--- src/shared/cld_pkg.sv ---
// Shared constants and types of the character display instruction decoder.
package cld_pkg;

  // ------------------------------------------------------------------
  // Timing
  // ------------------------------------------------------------------
  localparam int CLOCK_MHZ = 100;
  localparam int LONG_EXEC_NS = 1530000;
  localparam int CTRL_EXEC_NS = 39000;
  localparam int DATA_EXEC_NS = 43000;
  localparam int BLINK_MS = 370;
  localparam int LONG_EXEC_CYC = LONG_EXEC_NS * CLOCK_MHZ / 1000;
  localparam int CTRL_EXEC_CYC = CTRL_EXEC_NS * CLOCK_MHZ / 1000;
  localparam int DATA_EXEC_CYC = DATA_EXEC_NS * CLOCK_MHZ / 1000;
  localparam int BLINK_CYC = BLINK_MS * CLOCK_MHZ * 1000;
  localparam int BUSY_W = 18;
  localparam int BLINK_W = 27;

  // ------------------------------------------------------------------
  // Codes, sizes and reset values
  // ------------------------------------------------------------------
  localparam logic [7:0] SPACE_CODE = 8'h20;
  localparam logic [7:0] OP_CLEAR = 8'h01;
  localparam int TEXT_DEPTH = 128;
  localparam int GLYPH_DEPTH = 64;
  localparam int ICON_DEPTH = 16;
  localparam logic RST_BUS_WIDTH_8 = 1'b1;
  localparam logic RST_INCREMENT = 1'b1;

  // Field positions inside the command byte.
  localparam int FS_WIDTH_BIT = 4;
  localparam int FS_LINES_BIT = 3;
  localparam int FS_EXT_BIT = 2;

  typedef enum logic [1:0] {
    CLD_RAM_TEXT = 2'b00,
    CLD_RAM_GLYPH = 2'b01,
    CLD_RAM_ICON = 2'b10
  } cld_ram_sel_t;

  typedef struct packed {
    logic panel_on;
    logic cursor_on;
    logic cursor_blink;
    logic wide_font;
    logic cursor_invert;
    logic four_line_select;
    logic bus_width_select;
    logic two_line;
    logic shift_or_scroll_select;
    logic invert_whole_display;
    logic glyph_blink_enable;
    logic low_power_select;
    logic segment_order;
    logic increment;
    logic shift_on_write;
    logic extended_register_enable;
    logic sleep_request;
    logic [3:0] line_shift_enables;
    logic [3:0] line_scroll_enables;
    logic [5:0] scroll_amount;
  } cld_cfg_t;

  localparam cld_cfg_t CFG_RESET = '{
    bus_width_select: RST_BUS_WIDTH_8,
    increment: RST_INCREMENT,
    default: '0
  };

endpackage

--- src/hw/cld_decoder.sv ---
// Instruction decoder of a character dot-matrix display controller.
`timescale 1ns/1ps
// Overview of operation
// - Decode commands only while instruction set select is high; else ignore.
// - During an internal operation a status read shows busy on bit 7.
// - Clear fills text RAM with spaces, zeroes counter, forces increment.
// - Return home zeroes counter and display shift, keeps text RAM.
// - Extended return-home opcode loads sleep; sleep parks row/column supply, driver D and converter; driver M is always low.
// - Step direction picks counter increment or decrement on RAM accesses.
// - Shift-on-write shifts display on text RAM writes only.
// - Extended entry-mode opcode loads segment order.
// - Display control loads panel, cursor and blink; panel off keeps RAM.
// - Blink toggles cursor pattern every blink interval.
// - Extended function loads wide font, cursor invert and four-line mode.
// - Shift command moves cursor or display one step, right when one.
// - Extended shift opcode loads line shift or line scroll enables.
// - Function set loads bus width, lines, shift/scroll select and invert.
// - Extended function set loads glyph blink and low power instead.
// - Address sets load counter and pick the RAM for data accesses.
// - Extended text address opcode loads the scroll amount.
// - Status read returns busy and counter at once, no busy time.
// - Data access reaches the RAM picked by the last address set, clear or home.
// - Busy lasts long for clear and home, short for control, data time.
// - Icon RAM words hold the icon bits, presented at an output.
// - In 4-bit mode each byte takes two bus transfers.
// - Shift/scroll select only changes while instruction set select is high.
module cld_decoder
  import cld_pkg::*;
#(
  parameter int LONG_CYCLES = LONG_EXEC_CYC,
  parameter int CTRL_CYCLES = CTRL_EXEC_CYC,
  parameter int DATA_CYCLES = DATA_EXEC_CYC,
  parameter int BLINK_CYCLES = BLINK_CYC
) (
  input wire logic clock,
  input wire logic rst,
  input wire logic instruction_set_select,
  input wire logic register_select,
  input wire logic read_write,
  input wire logic strobe,
  input wire logic [7:0] data_in,
  output logic [7:0] data_out,
  output logic data_oe,
  output logic busy_flag,
  output logic [6:0] address_counter,
  output cld_cfg_t cfg,
  output logic [6:0] display_offset,
  output logic cursor_blink_phase,
  output logic rows_cols_to_supply,
  output logic ext_driver_d,
  output logic ext_driver_m,
  output logic converter_enable,
  output logic [ICON_DEPTH-1:0][7:0] icon_bits
);

  // ------------------------------------------------------------------
  // Parameter checks
  // ------------------------------------------------------------------
  if (LONG_CYCLES < 1 || LONG_CYCLES >= (1 << BUSY_W) ||
      CTRL_CYCLES < 1 || CTRL_CYCLES >= (1 << BUSY_W) ||
      DATA_CYCLES < 1 || DATA_CYCLES >= (1 << BUSY_W) ||
      BLINK_CYCLES < 1 || BLINK_CYCLES >= (1 << BLINK_W)) begin : g_chk
    $error("cld_decoder: cycle count out of range");
  end

  // ------------------------------------------------------------------
  // Pin synchronisers
  // ------------------------------------------------------------------
  // The bus is asynchronous to our clock, so every pin is resynchronised;
  // the cost is a few cycles of latency that the busy protocol absorbs.
  logic [11:0] pin_s1;
  logic [11:0] pin_s2;
  logic strobe_d;
  always_ff @(posedge clock) begin
    if (rst) begin
      pin_s1 <= '0;
      pin_s2 <= '0;
      strobe_d <= 1'b0;
    end else begin
      pin_s1 <= {instruction_set_select, register_select, read_write,
                 strobe, data_in};
      pin_s2 <= pin_s1;
      strobe_d <= pin_s2[8];
    end
  end

  logic iset_s;
  logic rs_s;
  logic rw_s;
  logic strobe_s;
  logic [7:0] db_s;
  assign {iset_s, rs_s, rw_s, strobe_s, db_s} = pin_s2;

  logic fall;
  logic rise;
  assign fall = strobe_d & ~strobe_s;
  assign rise = ~strobe_d & strobe_s;

  // ------------------------------------------------------------------
  // State
  // ------------------------------------------------------------------
  logic nib_half;
  logic [3:0] nib_hold;
  logic [BUSY_W-1:0] busy_cnt;
  logic [BLINK_W-1:0] blink_cnt;
  cld_ram_sel_t ram_sel;
  logic [TEXT_DEPTH-1:0][7:0] text_ram;
  logic [GLYPH_DEPTH-1:0][7:0] glyph_ram;

  logic next_nib_half;
  logic [3:0] next_nib_hold;
  logic [BUSY_W-1:0] next_busy_cnt;
  logic [BLINK_W-1:0] next_blink_cnt;
  logic next_blink_phase;
  cld_ram_sel_t next_ram_sel;
  cld_cfg_t next_cfg;
  logic [6:0] next_ac;
  logic [6:0] next_offset;
  logic [7:0] next_data_out;
  logic next_data_oe;
  logic [TEXT_DEPTH-1:0][7:0] next_text;
  logic [GLYPH_DEPTH-1:0][7:0] next_glyph;
  logic [ICON_DEPTH-1:0][7:0] next_icon;

  logic byte_done;
  logic [7:0] byte_val;
  logic fire;
  logic cmd_fire;
  logic [6:0] ac_step;
  logic [7:0] ram_word;

  // ------------------------------------------------------------------
  // Byte assembly and decode
  // ------------------------------------------------------------------
  always_comb begin
    ram_word = text_ram[address_counter];
    if (ram_sel == CLD_RAM_GLYPH) begin
      ram_word = glyph_ram[address_counter[5:0]];
    end else if (ram_sel == CLD_RAM_ICON) begin
      ram_word = icon_bits[address_counter[3:0]];
    end
    ac_step = cfg.increment ? address_counter + 7'h01
                            : address_counter - 7'h01;
    if (ram_sel == CLD_RAM_GLYPH) begin
      ac_step[6] = 1'b0;
    end else if (ram_sel == CLD_RAM_ICON) begin
      ac_step[6:4] = 3'h0;
    end
  end

  always_comb begin
    next_nib_half = nib_half;
    next_nib_hold = nib_hold;
    byte_done = 1'b0;
    byte_val = db_s;
    if (fall) begin
      if (cfg.bus_width_select) begin
        byte_done = 1'b1;
        next_nib_half = 1'b0;
      end else if (!nib_half) begin
        next_nib_hold = db_s[7:4];
        next_nib_half = 1'b1;
      end else begin
        byte_val = {nib_hold, db_s[7:4]};
        byte_done = 1'b1;
        next_nib_half = 1'b0;
      end
    end
  end

  // Commands arriving while busy are dropped: the host is obliged to poll.
  assign fire = byte_done & iset_s & ~busy_flag;
  assign cmd_fire = fire & ~rs_s & ~rw_s;

  always_comb begin
    next_cfg = cfg;
    next_ac = address_counter;
    next_offset = display_offset;
    next_ram_sel = ram_sel;
    next_text = text_ram;
    next_glyph = glyph_ram;
    next_icon = icon_bits;
    next_busy_cnt = (busy_cnt != '0) ? busy_cnt - 1'b1 : busy_cnt;
    next_data_out = data_out;
    next_data_oe = data_oe;
    if (rise && rw_s) begin
      next_data_oe = 1'b1;
      next_data_out = rs_s ? ram_word : {busy_flag, address_counter};
      if (!cfg.bus_width_select && nib_half) begin
        next_data_out = {next_data_out[3:0], 4'h0};
      end else if (!cfg.bus_width_select) begin
        next_data_out = {next_data_out[7:4], 4'h0};
      end
    end else if (fall) begin
      next_data_oe = 1'b0;
    end
    if (fire && rs_s) begin
      next_ac = ac_step;
      next_busy_cnt = BUSY_W'(DATA_CYCLES);
      if (!rw_s) begin
        unique case (ram_sel)
          CLD_RAM_TEXT: begin
            next_text[address_counter] = byte_val;
            // Stepping up shifts left, which is the opposite right.
            if (cfg.shift_on_write) begin
              next_offset = cfg.increment ? display_offset - 7'h01
                                          : display_offset + 7'h01;
            end
          end
          CLD_RAM_GLYPH: next_glyph[address_counter[5:0]] = byte_val;
          CLD_RAM_ICON: next_icon[address_counter[3:0]] = byte_val;
          default: next_ram_sel = CLD_RAM_TEXT;
        endcase
      end
    end else if (cmd_fire) begin
      next_busy_cnt = BUSY_W'(CTRL_CYCLES);
      if (byte_val == OP_CLEAR) begin
        next_text = {TEXT_DEPTH{SPACE_CODE}};
        next_ac = 7'h00;
        next_offset = 7'h00;
        next_ram_sel = CLD_RAM_TEXT;
        next_cfg.increment = 1'b1;
        next_busy_cnt = BUSY_W'(LONG_CYCLES);
      end else if (byte_val[7:1] == 7'h01) begin
        if (cfg.extended_register_enable) begin
          next_cfg.sleep_request = byte_val[0];
        end else begin
          next_ac = 7'h00;
          next_offset = 7'h00;
          next_ram_sel = CLD_RAM_TEXT;
          next_busy_cnt = BUSY_W'(LONG_CYCLES);
        end
      end else if (byte_val[7:2] == 6'h01) begin
        if (cfg.extended_register_enable) begin
          next_cfg.segment_order = byte_val[0];
        end else begin
          next_cfg.increment = byte_val[1];
          next_cfg.shift_on_write = byte_val[0];
        end
      end else if (byte_val[7:3] == 5'h01) begin
        if (cfg.extended_register_enable) begin
          next_cfg.wide_font = byte_val[2];
          next_cfg.cursor_invert = byte_val[1];
          next_cfg.four_line_select = byte_val[0];
        end else begin
          next_cfg.panel_on = byte_val[2];
          next_cfg.cursor_on = byte_val[1];
          next_cfg.cursor_blink = byte_val[0];
        end
      end else if (byte_val[7:4] == 4'h1) begin
        if (cfg.extended_register_enable) begin
          if (cfg.shift_or_scroll_select) begin
            next_cfg.line_shift_enables = byte_val[3:0];
          end else begin
            next_cfg.line_scroll_enables = byte_val[3:0];
          end
        end else if (byte_val[3]) begin
          next_offset = byte_val[2] ? display_offset + 7'h01
                                    : display_offset - 7'h01;
        end else begin
          next_ac = byte_val[2] ? address_counter + 7'h01
                                : address_counter - 7'h01;
        end
      end else if (byte_val[7:5] == 3'h1) begin
        next_cfg.bus_width_select = byte_val[FS_WIDTH_BIT];
        next_cfg.two_line = byte_val[FS_LINES_BIT];
        next_cfg.extended_register_enable = byte_val[FS_EXT_BIT];
        // The byte's own extended bit picks the meaning of its low bits.
        if (byte_val[FS_EXT_BIT]) begin
          next_cfg.glyph_blink_enable = byte_val[1];
          next_cfg.low_power_select = byte_val[0];
        end else begin
          next_cfg.shift_or_scroll_select = byte_val[1];
          next_cfg.invert_whole_display = byte_val[0];
        end
      end else if (byte_val[7:6] == 2'h1) begin
        if (cfg.extended_register_enable) begin
          next_ac = {3'h0, byte_val[3:0]};
          next_ram_sel = CLD_RAM_ICON;
        end else begin
          next_ac = {1'b0, byte_val[5:0]};
          next_ram_sel = CLD_RAM_GLYPH;
        end
      end else if (byte_val[7] && cfg.extended_register_enable) begin
        next_cfg.scroll_amount = byte_val[5:0];
      end else if (byte_val[7]) begin
        next_ac = byte_val[6:0];
        next_ram_sel = CLD_RAM_TEXT;
      end
    end
  end

  // ------------------------------------------------------------------
  // Blink timer
  // ------------------------------------------------------------------
  always_comb begin
    next_blink_cnt = '0;
    next_blink_phase = 1'b0;
    if (cfg.cursor_blink || cfg.cursor_invert) begin
      next_blink_phase = cursor_blink_phase;
      next_blink_cnt = blink_cnt + 1'b1;
      if (blink_cnt == BLINK_W'(BLINK_CYCLES - 1)) begin
        next_blink_cnt = '0;
        next_blink_phase = ~cursor_blink_phase;
      end
    end
  end

  // ------------------------------------------------------------------
  // Registers
  // ------------------------------------------------------------------
  always_ff @(posedge clock) begin
    if (rst) begin
      nib_half <= 1'b0;
      nib_hold <= 4'h0;
      busy_cnt <= '0;
      busy_flag <= 1'b0;
      blink_cnt <= '0;
      cursor_blink_phase <= 1'b0;
      ram_sel <= CLD_RAM_TEXT;
      cfg <= CFG_RESET;
      address_counter <= 7'h00;
      display_offset <= 7'h00;
      data_out <= 8'h00;
      data_oe <= 1'b0;
      text_ram <= {TEXT_DEPTH{SPACE_CODE}};
      glyph_ram <= '0;
      icon_bits <= '0;
      rows_cols_to_supply <= 1'b0;
      ext_driver_d <= 1'b0;
      ext_driver_m <= 1'b0;
      converter_enable <= 1'b1;
    end else begin
      nib_half <= next_nib_half;
      nib_hold <= next_nib_hold;
      busy_cnt <= next_busy_cnt;
      busy_flag <= next_busy_cnt != '0;
      blink_cnt <= next_blink_cnt;
      cursor_blink_phase <= next_blink_phase;
      ram_sel <= next_ram_sel;
      cfg <= next_cfg;
      address_counter <= next_ac;
      display_offset <= next_offset;
      data_out <= next_data_out;
      data_oe <= next_data_oe;
      text_ram <= next_text;
      glyph_ram <= next_glyph;
      icon_bits <= next_icon;
      rows_cols_to_supply <= next_cfg.sleep_request;
      ext_driver_d <= next_cfg.sleep_request;
      ext_driver_m <= 1'b0;
      converter_enable <= ~next_cfg.sleep_request;
    end
  end

  // ------------------------------------------------------------------
  // Assertions
  // ------------------------------------------------------------------
  status_busy_a: assert property (@(posedge clock) disable iff (rst)
    (rise && rw_s && !rs_s && cfg.bus_width_select) |=>
      data_out == {$past(busy_flag), $past(address_counter)} && data_oe)
    else $error("status read does not show busy and counter");

  clear_state_a: assert property (@(posedge clock) disable iff (rst)
    (cmd_fire && byte_val == OP_CLEAR) |=>
      address_counter == 7'h00 && cfg.increment && busy_flag &&
      text_ram[0] == SPACE_CODE)
    else $error("clear did not reset counter and text");

  home_reset_a: assert property (@(posedge clock) disable iff (rst)
    (cmd_fire && byte_val[7:1] == 7'h01 && !cfg.extended_register_enable)
      |=> address_counter == 7'h00 && display_offset == 7'h00)
    else $error("return home left counter or shift");

  sleep_drive_a: assert property (@(posedge clock) disable iff (rst)
    cfg.sleep_request |-> rows_cols_to_supply && !converter_enable)
    else $error("sleep does not park the outputs");

  iset_low_a: assert property (@(posedge clock) disable iff (rst)
    (byte_done && !iset_s) |=> $stable(cfg) && $stable(address_counter))
    else $error("command acted with instruction set select low");

  long_busy_a: assert property (@(posedge clock) disable iff (rst)
    (cmd_fire && byte_val == OP_CLEAR) |=> busy_flag [*8])
    else $error("clear busy period too short");

  shift_write_a: assert property (@(posedge clock) disable iff (rst)
    (fire && rs_s && !rw_s && ram_sel == CLD_RAM_TEXT &&
     cfg.shift_on_write && cfg.increment) |=>
      display_offset == $past(display_offset) - 7'h01)
    else $error("text write did not shift display");

  text_addr_a: assert property (@(posedge clock) disable iff (rst)
    (cmd_fire && byte_val[7] && !cfg.extended_register_enable) |=>
      address_counter == $past(byte_val[6:0]) && ram_sel == CLD_RAM_TEXT)
    else $error("text address set not loaded");

  ext_bit_a: assert property (@(posedge clock) disable iff (rst)
    (cmd_fire && byte_val[7:5] == 3'h1) |=>
      cfg.extended_register_enable == $past(byte_val[FS_EXT_BIT]))
    else $error("function set did not load extended bit");

endmodule

--- config.mk ---
export PLATFORM = sky130hd
export DESIGN_NAME = cld_decoder
export DESIGN_NICKNAME = d
export VERILOG_FILES = /design/src/shared/cld_pkg.sv /design/src/hw/cld_decoder.sv
export SDC_FILE = /design/constraint.sdc
export NUM_CORES = 2
export LEC_CHECK = 0
export ABC_CLOCK_PERIOD_IN_PS = 3400
export BUFFER_PORTS_ARGS = -buffer_cell sky130_fd_sc_hd__buf_2
export CORE_UTILIZATION = 35
export CTS_CLUSTER_SIZE = 12
export DETAILED_ROUTE_END_ITERATION = 8
export PLACE_DENSITY = 0.62
export REMOVE_ABC_BUFFERS = 1
export SYNTH_ARGS = -nofsm -noshare
export SYNTH_HDL_FRONTEND = slang
export SYNTH_SLANG_ARGS = --single-unit
--- constraint.sdc ---
create_clock -name clock -period 3.4 [get_ports clock]
set_input_delay 0.85 -clock clock [delete_from_list [all_inputs] [get_ports clock]]
set_output_delay 0.85 -clock clock [all_outputs]
set_load 0.03 [all_outputs]
; After elaboration in Yosys (flattened, before gate mapping)
; Cells that the tools add are included.
[totals]
input_bits = 14
word_cells = 463
register_bits = 1798
out_inout_bits = 188
[classes]
bitwise_logic = 27
reduce_logical = 41
magnitude_cmp = 6
n_eq_ne = 26
n_mux = 114
add_sub_neg = 6
[op_table]
columns = op, n
row1 = 1024-bit 2-to-1 mux, 5
row2 = 1024-bit bitwise mux, 1
row3 = 512-bit bitwise mux, 1
row4 = 7-bit 2-to-1 mux, 30
row5 = 128-bit bitwise mux, 1
row6 = 8-bit 2-to-1 mux, 15
row7 = 18-bit 2-to-1 mux, 6
row8 = 8-bit binary-select mux with 7-bit select, 1
row9 = 8-bit demux with 7-bit select, 1
row10 = 8-bit binary-select mux with 6-bit select, 1
row11 = 8-bit demux with 6-bit select, 1
row12 = 15-bit 2-to-1 mux, 3
row13 = 9-bit AND reduction, 5
row14 = 14-bit 2-to-1 mux, 3
row15 = 2-bit 2-to-1 mux, 18
row16 = 18-bit nonzero test, 2
row17 = 8-bit binary-select mux with 4-bit select, 1
row18 = 8-bit demux with 4-bit select, 1
row19 = 6-bit 2-to-1 mux, 5
row20 = 10-bit AND reduction, 3
row21 = 27-bit by 1-bit adder with 27-bit output (second input constant), 1
row22 = 27-bit by 26-bit equality test with 1-bit output (second input constant), 1
row23 = 1-bit NOT, 21
row24 = 4-bit inequality test (second input constant), 5
row25 = other kinds (41), 88

; Depth between registers and ports, before layout
[logic_depth]
ltp_word = 15
depth_mapped = 15
depth_no_buf = 10

; Least setup slack after synthesis
; Ideal clock, no wire load.
[synth_path]
kind = flip-flop to flip-flop
startpoint = reg address_counter[1]
endpoint = reg address_counter[6]
setup_time_ps = 138
path_buffers = 5
stages_incl_launch_ff = 15
t_required_ps = 3262
period_less_slack_ps = 3331
arrival_time_ps = 3193
setup_slack_ps = 69
path_cell_list = dfxtp_1 > buf_2 > clkinv_1 > buf_1 > buf_1 > clkbuf_1 > buf_1 > ha_1 > nand3_1 > xnor2_1 > nand2_1 > a32oi_1 > nor2_1 > a311oi_1 > a211oi_1
[synth_between]
elab_chain_len = 11
elab_cells_between_ends = 15
classes_between = add/sub: 2 / mux: 13
[synth_lines]
columns = item, line
row1 = from (decl), cld_decoder.sv:45  ; output logic [6:0] address_counter,
row2 = from (signal assigned), cld_decoder.sv:342  ; address_counter <= next_ac;
row3 = 7-bit by 1-bit subtractor with 7-bit output or 7-bit by 1-bit adder with 7-bit output (tied branches), --
row4 = 7-bit 2-to-1 mux, cld_decoder.sv:261  ; next_ac = byte_val[2] ? address_counter + 7'h01
row5 = 7-bit 2-to-1 mux, cld_decoder.sv:257  ; end else if (byte_val[3]) begin
row6 = 7-bit 2-to-1 mux, cld_decoder.sv:251  ; if (cfg.extended_register_enable) begin
row7 = 7-bit 2-to-1 mux, cld_decoder.sv:250  ; end else if (byte_val[7:4] == 4'h1) begin
row8 = 7-bit 2-to-1 mux, cld_decoder.sv:240  ; end else if (byte_val[7:3] == 5'h01) begin
row9 = 7-bit 2-to-1 mux, cld_decoder.sv:233  ; end else if (byte_val[7:2] == 6'h01) begin
row10 = 7-bit 2-to-1 mux, cld_decoder.sv:224  ; end else if (byte_val[7:1] == 7'h01) begin
row11 = 7-bit 2-to-1 mux, cld_decoder.sv:217  ; if (byte_val == OP_CLEAR) begin
row12 = 7-bit 2-to-1 mux, cld_decoder.sv:215  ; end else if (cmd_fire) begin
row13 = 7-bit 2-to-1 mux (*), cld_decoder.sv:197  ; if (fire && rs_s) begin
; Mark *: on every way between the ends. The rest lies on a longest branch, timed or not. The select of a mux whose other input is x is not followed.
; A chain may end at the register's enable or synchronous reset.

; Final worst setup path
[layout_path]
startpoint = reg address_counter[3]
endpoint = reg text_ram[86] (netlist bit)
[layout_between]
elab_chain_len = 8
elab_cells_between_ends = 9
classes_between = order compare: 2 / mux: 6 / reduce/logical: 1
[layout_lines]
columns = item, line
row1 = 7-bit by 8-bit < comparator with 1-bit output (not written as such) or 7-bit by 1-bit greater-or-equal comparator with 1-bit output (tied branches), cld_decoder.sv:203  ; next_text[address_counter] = byte_val;
row2 = 1-bit logical AND (not written as such), cld_decoder.sv:203
row3 = 8-bit 2-to-1 mux (not written as such), cld_decoder.sv:203
row4 = 8-bit demux with 7-bit select (*), cld_decoder.sv:203
row5 = 1024-bit bitwise mux (*), cld_decoder.sv:203
row6 = 1024-bit 2-to-1 mux (*), cld_decoder.sv:201  ; unique case (ram_sel)
row7 = 1024-bit 2-to-1 mux (*), cld_decoder.sv:200  ; if (!rw_s) begin
row8 = 1024-bit 2-to-1 mux (*), cld_decoder.sv:197
row9 = to (signal assigned), cld_decoder.sv:326  ; text_ram <= {TEXT_DEPTH{SPACE_CODE}};
row10 = to (signal assigned), cld_decoder.sv:346  ; text_ram <= next_text;
row11 = to (decl), cld_decoder.sv:107  ; logic [TEXT_DEPTH-1:0][7:0] text_ram;
; Marks and branches as above.

==> metrics.md <==
| Metric | Value |
|---|---|
| Status | complete, but fails checks |
| Failing checks | negative setup slack |
| Pre-CTS setup slack | -399 ps |
| Effective utilization at floorplan | 0.352 |
| Max_slew headroom | 0.0998 |
| Clock sinks | 1798 |
| Clk pwr share | 0.492 |
| Number of DRC markers in iteration 0 | 10900 |
| Setup ws final | -23.0 ps |
| Yosys reg bits | 1798 |
| Die Y | 473 um |
| Initial antenna violation count | 21 |
| Leakage power | 32.3 nW |
| Hold-fix buffers, CTS | 0 |
| Fin util | 0.428 |
| Post-synth top area cell | dfxtp_1 |
| TritonRoute pass-1 iters | 8 |
| Synth area leaders | dfxtp_1 46%, a22oi_1 10%, nor2_1 8.8% |
| Pwr dens | between 400 and 500 nW/um2 |
| Unique masters post-synth | just over 90 |
| Post-synth EDFFs | 0 |
| Core Area | 220000 um2 |
| Vias | 76800 |
| Ys Warns | 0 |
| H-tree levels | 4 |
| Post-Route Setup TNS | -74.5 ps |
| Flop pwr share | 0.472 |
| Prevailing post-synth register cell | dfxtp_1 |
| TritonCTS clock tree | yes |
| Critical Path End Type | flop |
| Dpl cells | ~12000 |
| Routed WL | 355 mm |
| Fraction of layout cells with a size suffix above 1 | 0.199 |
| Setup violators final | 7 |
| Design area | 94100 um2 |
| Root Buffer | clkbuf_16 |
| Post-detailed-route count of antenna-violating nets | 0 |
| Hold Vio Cnt, Final | 0 |
| Maximum net fanout on the critical path | 11 |
| Peak VDD IR | 0.000535 V |
| Critical path class | flop to flop |
| Min-delay worst type | input pin to flop |
| Gate power share | 0.036 |
| # IOs | 202 |
| Ys async rst share | 0 |
| Pwr Total | 44.9 mW |
| Largest net degree at the start of global routing | 137 |
| Final GP Congestion | 0.979 |
| Final worst path period share | 1.01 |
| Slew Viols, Final | 0 |
| First-pass GRT wire length | between 500 and 600 mm |
| # DRC | 0 |
| Hold slack | 195 ps |
| Max-cap violations | 0 |
| Maximum clock frequency | 292 MHz |
| Die W | 473 um |
| CP arrival | 4190 ps |
| Routed wire length per instance | a little under 30 um |
| Synth-to-Final Area Change | 21.5% |
| Sw Ratio | 0.238 |
| GRT Total Usage | 0.304 |
| Post-Syn Area | 77500 um2 |
| Number of CTS-inserted buffers | between 150 and 200 |
| Dpl cell area | 86900 um2 |
| Via/cell ratio | 6.30 |
| Post-synthesis sequential area ratio | 0.464 |
| Clock period minus worst slack | 3420 ps |
| Least-Margin Pin Slew | 1340 ps |
| Row count | 172 |
| Worst-path clk slew | 60 ps |
| Mapped Cells | 8696 |
| Number of global-route vias before repair | roughly 72000 |
| HPWL after DPL | 233 mm |
| RSZ-0062 raised after global routing | yes |
| Yosys top cell area share | 0.464 |
| # port buffers | 200 |
| CP Launch Type | flop |
| Most frequent cell after synthesis | nor2_1 |
| Commonest cells post-synth | 1827 x nor2_1, 1798 x dfxtp_1, 1036 x a22oi_1 |
| P_int | 34.2 mW |
| Worst-Skew Late Latency | roughly 900 ps |
| Clock Tree Buf Depth | 3 |
| Clock Skews | 58.7 ps |
| WP data required | 4170 ps |
| Post-Layout Cell Count | 12200 |
| # nets final | between 9000 and 10000 |
| Die area | 223000 um2 |
| Total grt overflow | 0 |
| Avg Cell Area, Syn | between 8 and 9 um2 |
| NetSw | 10.7 mW |
routing by layer:
layer	global-route usage	up-vias	share of wire
met5	0	-	0.00020
met2	0.453	5265	0.43
met1	0.390	37300	0.39
met3	0.0816	1199	0.12
met4	0.184	12	0.067
li1	-	33100	-
critical path, cell delays in order, from the launching register on:
cell      delay [ps]
dfxtp_4          580
nand2b_1         430
buf_4            380
nor2_1           400
buf_4            220
nand2_1          340
nor2_1           640
a22oi_1          190
nor2_1           120
state kept, by name, indices dropped and copies added (netlist names), 8 cells and up:
signal / count
text_ram: 1024
glyph_ram: 512
icon_bits: 128
cfg: 30
blink_cnt: 27
busy_cnt: 18
pin_s1: 12
pin_s2: 12
data_out: 8
cells by family (layout without fill, tap and decap cells):
family,count (synthesis),count (layout),synth area share
fa+ha+maj,9,9,0.00145
buf+inv,879,1414,0.0464
mux,393,393,0.0588
xor+xnor,43,43,0.00486
flops,1798,1798,0.464
compound gates,2853,2853,0.275
other cells,1,15,0.0000484
simple gates,2720,2720,0.149
timing repair:
| action | 4_1_cts | 5_1_grt |
|---|---|---|
| gates cloned | 1 | 2 |
| gates resized for setup | 23 | 48 |
| pin swaps | 1 | 3 |
| endpoints found under the setup margin | 7 | 154 |
| setup buffers | 6 | 15 |
| endpoints found under the hold margin | 0 | 0 |
final cells by class:
class	instances	area, um2
Timing Repair Buffer	1044	9050
Multi-Input combinational cell	6019	38600
Clock buffer	294	5790
Sequential cell	1798	36000
Antenna cell	14	35.0
Inverter	19	82.6
Tap cell	2958	3700
Clock inverter	57	830
Fill cell	21400	126000
power by group through the flow:
stage	clock [mW]	sequential, mW	combinational [mW]
global route	23.1	21.2	1.72
finish	22.1	21.2	1.63
detailed placement	0	21.7	1.58
global placement	0	21.7	1.56
CTS	22.2	21.2	1.59
floorplan	0	21.7	0.735
cell usage in the layout, fill, tap and decap left out, types with 148 or more instances in the layout:
cell type / Yosys / layout
a21oi_1: 149 / 148
a221oi_1: 194 / 186
a211oi_1: 708 / 705
nor3_1: 208 / 175
mux2i_1: 188 / 180
a22oi_1: 1036 / 1036
dfxtp_1: 1798 / 1791
o211ai_1: 172 / 172
nor2_1: 1827 / 1820
buf_2: 115 / 199
clkbuf_16: 0 / 198
nand2_1: 330 / 324
mux2_2: 169 / 164
o21ai_0: 175 / 166
buf_4: 18 / 708
worst paths after layout:
path,from,endpoint,slack (ps),cells past startpoint
worst max register to register,address_counter[3],text_ram[86],-20,8
worst min-delay path,register_select,pin_s1[10],200,2
worst min register to register,pin_s1[5],pin_s2[5],440,1
worst max-delay path,address_counter[3],text_ram[86],-20,8
(Power assumes the default switching activity.)
